$ cat config.mk
export PLATFORM = sky130hd
export DESIGN_NAME = sbt_master
export DESIGN_NICKNAME = d
export VERILOG_FILES = /design/src/core/sbt_pkg.sv /design/src/core/sbt_master.sv
export SDC_FILE = /design/constraint.sdc
export NUM_CORES = 1
export LEC_CHECK = 0
export BUFFER_PORTS_ARGS = -buffer_cell sky130_fd_sc_hd__buf_2
export CORE_MARGIN = 4
export CORE_UTILIZATION = 44
export CTS_CLUSTER_DIAMETER = 100
export CTS_CLUSTER_SIZE = 24
export DETAILED_ROUTE_END_ITERATION = 8
export PLACE_DENSITY = 0.8
export SYNTH_ARGS = -nofsm -noshare
export SYNTH_HDL_FRONTEND = slang
export SYNTH_SLANG_ARGS = --single-unit
$ cat constraint.sdc
create_clock -name i_mclk -period 1.95 [get_ports i_mclk]
set_input_delay 0.39 -clock i_mclk [delete_from_list [all_inputs] [get_ports i_mclk]]
set_output_delay 0.39 -clock i_mclk [all_outputs]
set_load 0.02 [all_outputs]
$ cat src/core/sbt_pkg.sv
// package for the system bus tenure master: widths, beat counts, masks, types, state encoding
// assumes a single rising-edge bus clock shared by all agents
`default_nettype none
package sbt_pkg;
  // ************************************************************
  // widths
  // ************************************************************
  localparam int ADDR_W      = 32;
  localparam int DATA_W      = 64;
  localparam int BEATS       = 4;
  localparam int BE_W        = 8;
  localparam logic [4:0] LINE_MASK = 5'h1F;
  localparam logic [2:0] DW_MASK   = 3'h7;
  localparam logic [4:0] DW_STEP   = 5'h08;
  localparam logic [1:0] LAST_BEAT = 2'h3;

  // ************************************************************
  // transfer kinds and snoop intent
  // ************************************************************
  typedef enum logic [1:0] {
    SBT_SINGLE    = 2'h0,
    SBT_BURST     = 2'h1,
    SBT_ADDR_ONLY = 2'h2
  } sbt_kind_t;

  typedef enum logic [1:0] {
    SBT_INT_NONE  = 2'h0,
    SBT_INT_READ  = 2'h1,
    SBT_INT_OWN   = 2'h2,
    SBT_INT_FLUSH = 2'h3
  } sbt_intent_t;

  // request from the core side
  typedef struct packed {
    sbt_kind_t             kind;
    logic                  write;
    logic                  ext;
    sbt_intent_t           intent;
    logic [ADDR_W-1:0]     addr;
    logic [BE_W-1:0]       be;
  } sbt_req_t;

  // address tenure qualifiers driven on the bus
  typedef struct packed {
    logic                  valid;
    sbt_kind_t             kind;
    logic                  write;
    logic                  ext;
    sbt_intent_t           intent;
    logic [ADDR_W-1:0]     addr;
    logic [BE_W-1:0]       be;
  } sbt_abus_t;

  typedef enum logic [2:0] {
    SBT_IDLE  = 3'h0,
    SBT_AREQ  = 3'h1,
    SBT_AXFER = 3'h2,
    SBT_ATERM = 3'h3,
    SBT_DREQ  = 3'h4,
    SBT_DXFER = 3'h5
  } sbt_state_t;
endpackage : sbt_pkg
`default_nettype wire
$ cat src/core/sbt_master.sv
// system bus tenure master: address and data tenures for one bus master
// assumes arbiter grants and slave acks are synchronous to i_mclk
`default_nettype none
module sbt_master
  import sbt_pkg::*;
(
  input  wire logic              i_mclk,
  input  wire logic              i_rst_b,
  input  wire logic              i_req_valid,
  input  wire sbt_req_t          i_req,
  input  wire logic [DATA_W-1:0] i_wdata,
  input  wire logic              i_abus_grant,
  input  wire logic              i_dbus_grant,
  input  wire logic              i_addr_ack,
  input  wire logic              i_addr_rerun,
  input  wire logic              i_data_ack,
  input  wire logic              i_data_retry,
  input  wire logic              i_ext_reply_ok,
  input  wire logic [DATA_W-1:0] i_dbus_in,
  output logic                   o_req_ready,
  output logic                   o_abus_req,
  output logic                   o_dbus_req,
  output sbt_abus_t              o_abus,
  output logic [DATA_W-1:0]      o_dbus_out,
  output logic                   o_dbus_oe_b,
  output logic [DATA_W-1:0]      o_rdata,
  output logic                   o_rdata_valid,
  output logic                   o_wdata_take,
  output logic                   o_done,
  output logic                   o_ext_fail
);
  // ************************************************************
  // tenure sequencer
  // ************************************************************
  sbt_state_t        state, next_state;
  sbt_req_t          cur, next_cur;
  logic [1:0]        beat, next_beat;
  logic              next_req_ready, next_abus_req, next_dbus_req, next_dbus_oe_b;
  logic              next_rdata_valid, next_wdata_take, next_done, next_ext_fail;
  sbt_abus_t         next_abus;
  logic [DATA_W-1:0] next_dbus_out, next_rdata;

  always_comb
  begin
    next_state       = state;
    next_cur         = cur;
    next_beat        = beat;
    next_req_ready   = 1'b0;
    next_abus_req    = o_abus_req;
    next_dbus_req    = o_dbus_req;
    next_abus        = '0;
    next_dbus_out    = o_dbus_out;
    next_dbus_oe_b   = 1'b1;
    next_rdata       = o_rdata;
    next_rdata_valid = 1'b0;
    next_wdata_take  = 1'b0;
    next_done        = 1'b0;
    next_ext_fail    = 1'b0;
    case (state)
      SBT_IDLE:
      begin
        next_req_ready = 1'b1;
        if (i_req_valid && o_req_ready)
        begin
          next_req_ready = 1'b0;
          next_cur       = i_req;
          next_beat      = 2'h0;
          if (i_req.kind == SBT_BURST)
          begin
            // one coherence granule per burst, so snoopers see whole sectors
            next_cur.addr = i_req.addr & ~ADDR_W'(LINE_MASK);
            next_cur.be   = '1;
          end
          if (i_abus_grant)
            next_state = SBT_AXFER;
          else
          begin
            next_state    = SBT_AREQ;
            next_abus_req = 1'b1;
          end
        end
      end
      SBT_AREQ:
        if (i_abus_grant)
        begin
          next_abus_req = 1'b0;
          next_state    = SBT_AXFER;
        end
      SBT_AXFER:
      begin
        next_abus.valid  = 1'b1;
        next_abus.kind   = cur.kind;
        next_abus.write  = cur.write;
        next_abus.ext    = cur.ext;
        next_abus.intent = cur.intent;
        next_abus.addr   = cur.addr;
        next_abus.be     = cur.be;
        next_state       = SBT_ATERM;
      end
      SBT_ATERM:
      begin
        next_abus = o_abus;
        if (i_addr_rerun)
        begin
          next_abus     = '0;
          next_abus_req = 1'b1;
          next_state    = SBT_AREQ;
        end
        else if (i_addr_ack)
        begin
          next_abus = '0;
          if (cur.ext && !i_ext_reply_ok)
          begin
            next_ext_fail = 1'b1;
            next_done     = 1'b1;
            next_state    = SBT_IDLE;
          end
          else if (cur.kind == SBT_ADDR_ONLY)
          begin
            next_done  = 1'b1;
            next_state = SBT_IDLE;
          end
          else if (i_dbus_grant)
            next_state = SBT_DXFER;
          else
          begin
            next_dbus_req = 1'b1;
            next_state    = SBT_DREQ;
          end
          // no beat is consumed when a refused direct-store access ends early
          if (cur.write && cur.kind != SBT_ADDR_ONLY && !(cur.ext && !i_ext_reply_ok))
          begin
            next_dbus_out   = i_wdata;
            next_wdata_take = 1'b1;
          end
        end
      end
      SBT_DREQ:
        if (i_dbus_grant)
        begin
          next_dbus_req = 1'b0;
          next_state    = SBT_DXFER;
        end
      SBT_DXFER:
      begin
        next_dbus_oe_b = !cur.write;
        if (i_data_retry)
        begin
          next_beat      = 2'h0;
          next_dbus_oe_b = 1'b1;
          next_dbus_req  = 1'b1;
          next_state     = SBT_DREQ;
        end
        else if (i_data_ack)
        begin
          if (!cur.write)
          begin
            next_rdata       = i_dbus_in;
            next_rdata_valid = 1'b1;
          end
          if (cur.kind == SBT_BURST && beat != LAST_BEAT)
          begin
            next_beat = beat + 2'h1;
            if (cur.write)
            begin
              next_dbus_out   = i_wdata;
              next_wdata_take = 1'b1;
            end
          end
          else
          begin
            next_dbus_oe_b = 1'b1;
            next_done      = 1'b1;
            next_state     = SBT_IDLE;
          end
        end
      end
      default:
        next_state = SBT_IDLE;
    endcase
  end

  always_ff @(posedge i_mclk or negedge i_rst_b)
  begin
    if (!i_rst_b)
    begin
      state         <= SBT_IDLE;
      cur           <= '0;
      beat          <= 2'h0;
      o_req_ready   <= 1'b0;
      o_abus_req    <= 1'b0;
      o_dbus_req    <= 1'b0;
      o_abus        <= '0;
      o_dbus_out    <= '0;
      o_dbus_oe_b   <= 1'b1;
      o_rdata       <= '0;
      o_rdata_valid <= 1'b0;
      o_wdata_take  <= 1'b0;
      o_done        <= 1'b0;
      o_ext_fail    <= 1'b0;
    end
    else
    begin
      state         <= next_state;
      cur           <= next_cur;
      beat          <= next_beat;
      o_req_ready   <= next_req_ready;
      o_abus_req    <= next_abus_req;
      o_dbus_req    <= next_dbus_req;
      o_abus        <= next_abus;
      o_dbus_out    <= next_dbus_out;
      o_dbus_oe_b   <= next_dbus_oe_b;
      o_rdata       <= next_rdata;
      o_rdata_valid <= next_rdata_valid;
      o_wdata_take  <= next_wdata_take;
      o_done        <= next_done;
      o_ext_fail    <= next_ext_fail;
    end
  end

  // ************************************************************
  // checks
  // ************************************************************
  park_skip_req_a: assert property (@(posedge i_mclk) disable iff (!i_rst_b)
    (state == SBT_IDLE && i_req_valid && o_req_ready && i_abus_grant) |=> (state == SBT_AXFER && !o_abus_req))
    else $error("parked master did not go straight to transfer");
  addr_drive_a: assert property (@(posedge i_mclk) disable iff (!i_rst_b)
    (state == SBT_AXFER) |=> (o_abus.valid && o_abus.addr == $past(cur.addr)))
    else $error("address not driven in transfer phase");
  rerun_rereq_a: assert property (@(posedge i_mclk) disable iff (!i_rst_b)
    (state == SBT_ATERM && i_addr_rerun) |=> (o_abus_req && state == SBT_AREQ && !o_done))
    else $error("rerun did not re-request bus");
  addr_only_a: assert property (@(posedge i_mclk) disable iff (!i_rst_b)
    (state == SBT_ATERM && i_addr_ack && !i_addr_rerun && cur.kind == SBT_ADDR_ONLY && !cur.ext)
    |=> (o_done && !o_dbus_req && state == SBT_IDLE))
    else $error("address-only op entered data tenure");
  data_retry_a: assert property (@(posedge i_mclk) disable iff (!i_rst_b)
    (state == SBT_DXFER && i_data_retry) |=> (state == SBT_DREQ && beat == 2'h0 && !o_done))
    else $error("data retry not repeated");
  burst_beats_a: assert property (@(posedge i_mclk) disable iff (!i_rst_b)
    (state == SBT_DXFER && i_data_ack && !i_data_retry && cur.kind == SBT_BURST && beat != LAST_BEAT)
    |=> (beat == $past(beat) + 2'h1 && !o_done))
    else $error("burst beat order broken");
  write_drive_a: assert property (@(posedge i_mclk) disable iff (!i_rst_b)
    (!o_dbus_oe_b) |-> (cur.write && $past(state) == SBT_DXFER))
    else $error("data bus driven outside write transfer");
  read_capture_a: assert property (@(posedge i_mclk) disable iff (!i_rst_b)
    (state == SBT_DXFER && i_data_ack && !i_data_retry && !cur.write) |=> (o_rdata_valid && o_rdata == $past(i_dbus_in)))
    else $error("read data not captured");
  burst_align_a: assert property (@(posedge i_mclk) disable iff (!i_rst_b)
    (o_abus.valid && o_abus.kind == SBT_BURST) |-> (o_abus.addr[4:0] == 5'h00))
    else $error("burst address not aligned to 32 bytes");
  ext_reply_a: assert property (@(posedge i_mclk) disable iff (!i_rst_b)
    (state == SBT_ATERM && i_addr_ack && !i_addr_rerun && cur.ext && !i_ext_reply_ok) |=> (o_ext_fail && o_done))
    else $error("missing positive reply not flagged");
endmodule : sbt_master
`default_nettype wire

==> results.toml <==
[min_path]
min_from = "i_req[26]"
min_path_cells = 3
whs_endpoint = "cur[26]$_DFFE_PN0P_"
hold_path_class = "in -> reg"

[die]
dieWidth_um = 153
dieArea_um2 = 23300
die_y_um = 153
core_um2 = 20400
ios = 367
initial_core_util_pct = 45.1
std_cell_rows = 52

[power_and_ir_drop]
switching_share_pct = 37.4
power_density_nw_per_um2 = 1400
power_frac_seq_pct = 44.7
p_comb_share_pct = 38.9
clock_power_share_pct = 16.4
ir_worst_vdd_mv = 0.853
leakage_nw = 6.73
switchingPower_mw = 6.30
p_int_mw = 10.5

[route]
routed_wl_um = 25600
drc = 0
ant_nets = 0
wl_per_cell_um = 19.4
viasPerCell = 5.02
dr.pass1.iters = 4
drtIter0Drc = 281
dr_total_vias = 6623

[placement]
placed_cells = 1299
placed_area_um2 = 11600
dp_hpwl_um = 19100
io_buffers = 366
place_congestion = 0.843

[setup_path]
start_kind = "flip-flop"
worstReg2RegEnd = "o_dbus_out[5]$_DFFE_PN0P_"
path_max_fanout = 19
required_ns = 2.31
r2r_cells = 5
cp-end-kind = "flip-flop"
worstReg2RegStart = "state[1]$_DFFE_PN0P_"
slowest_stage = "dfrtp_1"
path_delay_family = "simple AND/OR/NAND/NOR gates"
r2r_slack_ns = 0.06
cp_data_arrival_time_ns = 2.26
crit_chain = "nor4bb_4 > and4_1 > a41o_4 > buf_12 > mux2_2"
worst_path_largest_cell_delay_ns = 0.44
path_buf_inv = 1
crit_type = "reg -> reg"

[synth]
netlist.area_leader.share_pct = 63.4
synthTopCellsByArea = "dfrtp_1 (63%), mux2_4 (8.0%), mux2_1 (6.0%)"
yosysMostFrequentCell = "dfrtp_1"
ys_ff_latch = 234
synth-simple-area-share_pct = 7.62
synth_top_area_cell = "dfrtp_1"
syn_nets = 842
async_flop_share_pct = 100
synth_edf_count = 0
syn_area_per_cell_um2 = 14.0
synth_fa_ha_area_share_pct = 0.136
synth_xor_area_share_pct = 0
synth_cells = 657
synth_warnings = 0
synth_top_family_by_area = "multiplexers"
synth_compound_area_share_pct = 7.21
synth_common_cells = "dfrtp_1 (233), nand2_1 (131), mux2_1 (49), mux2_4 (49), a22o_1 (46)"
syn_area_um2 = 9190
yosysSeqAreaShare_pct = 63.7
synthMuxAreaShare_pct = 17.8
synth_cell_types = 48
synth_flop_cell = "dfrtp_1"

[final_layout]
drive_above_1_share_pct = 49.3
nets = 1231
final_cells = 1319
post-route-util_pct = 59.0
design_area_um2 = 12000
areaGrowthSynthToFinish_pct = 30.7

[cts]
cts_setup_buffers = 0
cts_num_sinks = 234
cts.path.max_buffers = 3
clk_latency_ns = 0.47
root_buffer = "clkbuf_16"
htree_levels = 1
cts_buffers = 13
cts_tree = "built"
clkTransAtPathRegs_ns = 0.10

[timing]
slew_violations = 0
hold_viol_final = 0
skew_ns = 0.0118
whs_ns = 0.101
rsz0062_at_grt = "true"
slew_headroom_pct = 65.8
period_minus_slack_ns = 1.89
tns_ns = 0
setup_violations = 0
max_freq_mhz = 528
tightestPinTransition_ns = 0.514
finalCritPeriodShare_pct = 97.1

[global_route]
grt_pass1_vias = 6987
track_usage_pct = 21.4
antenna_found_initial = 4
overflow = 0
grt_pass1_wl_um = 40200
grt_max_degree = 62

[run]
maxCapViolCount = 0

[outcome]
outcome = "finished, final reports clean"
[placed cells by master (no fill, tap or decap), types with 5 or more instances in the layout]
cell       synthesis  layout
buf_2             10     365
dfrtp_1          233     233
nand2_1          131     131
mux2_4            49      50
mux2_1            49      49
a22o_1            46      46
mux2_2            30      29
buf_4              2      28
o21ai_0           14      14
clkbuf_16          0      14
buf_12             6      13
a21oi_1            8       8
inv_1              6       6
nand3_1            6       5
[per-layer routing]
metal  vias up  global-route usage (%)  wire length (µm)
met5         -                       0                35
met4         6                    5.98               720
met3        47                    5.62              2030
met2       267                    36.3             12700
met1      3260                    27.3             10100
li1       3043                       -                 -
[registers in the layout, indices dropped and copies added, names as in the netlist]
register,flops
o_dbus_out,64
o_rdata,64
o_abus,47
cur,46
state,3
beat,2
o_abus_req,1
o_dbus_oe_b,1
o_dbus_req,1
o_done,1
o_ext_fail,1
o_rdata_valid,1
o_req_ready,1
o_wdata_take,1
[logic make-up after synthesis]
group                      count (synthesis)
DFF                                      234
and+or+nand+nor                          163
muxes                                    129
AOI/OAI and AO/OA                         87
buffers and inverters                     43
adders and majority gates                  1
[how the worst max path moves through the flow]
stage,from,endpoint,slack [ns],depth (start not counted)
after CTS,state[2]$_DFFE_PN0P_,o_dbus_out[55]$_DFFE_PN0P_,0.01,5
after global routing,state[1]$_DFFE_PN0P_,o_rdata[4]$_DFFE_PN0P_,-0.04,6
after floorplan,beat[0]$_DFFE_PN0P_,o_dbus_out[14]$_DFFE_PN0P_,0.02,7
after detailed placement,i_addr_rerun,o_dbus_out[15]$_DFFE_PN0P_,-0.01,6
final,state[1]$_DFFE_PN0P_,o_dbus_out[5]$_DFFE_PN0P_,0.06,5
after global placement,i_addr_rerun,o_dbus_out[25]$_DFFE_PN0P_,-0.01,6
[stage by stage]
stage | power (mW) | setup slack [ns]
2_1_floorplan | 11.5 | 0.0205
3_3_place_gp | 14.0 | -0.00988
3_5_place_dp | 14.2 | -0.0126
4_1_cts | 17.0 | 0.0149
5_1_grt | 17.9 | -0.0439
6_report | 16.8 | 0.0560
[power groups by stage]
stage	Combinational [mW]	Clock, mW	Sequential [mW]
detailed placement	6.60	0	7.59
CTS	6.62	2.87	7.53
floorplan	2.48	0	8.99
global route	7.05	3.06	7.74
global placement	6.43	0	7.53
finish	6.55	2.76	7.53
[area by class of cell]
type,count,area [µm²]
clock buffer,16,337
inverter,6,22.5
timing repair buffer,411,2390
sequential,234,5860
clock inverter,1,8.76
antenna,1,2.50
multi-input combinational,380,3070
tap,270,338
fill,1605,8350
[worst register-to-register path: cells and delay by family (launching register included)]
| kind | cells | cell delay [ns] |
|---|---|---|
| buffers and inverters | 1 | 0.20 |
| and+or+nand+nor | 2 | 0.57 |
| AOI/OAI and AO/OA | 1 | 0.20 |
| DFF | 1 | 0.44 |
| muxes | 1 | 0.37 |
[repair_timing]
action,CTS,global route
gates cloned,0,1
hold endpoints to repair,52,0
endpoints found under the setup margin,12,48
gates resized for setup,1,5
pin swaps,0,1
hold buffers,1,0
Note: power is estimated with default switching activity, not from simulation.
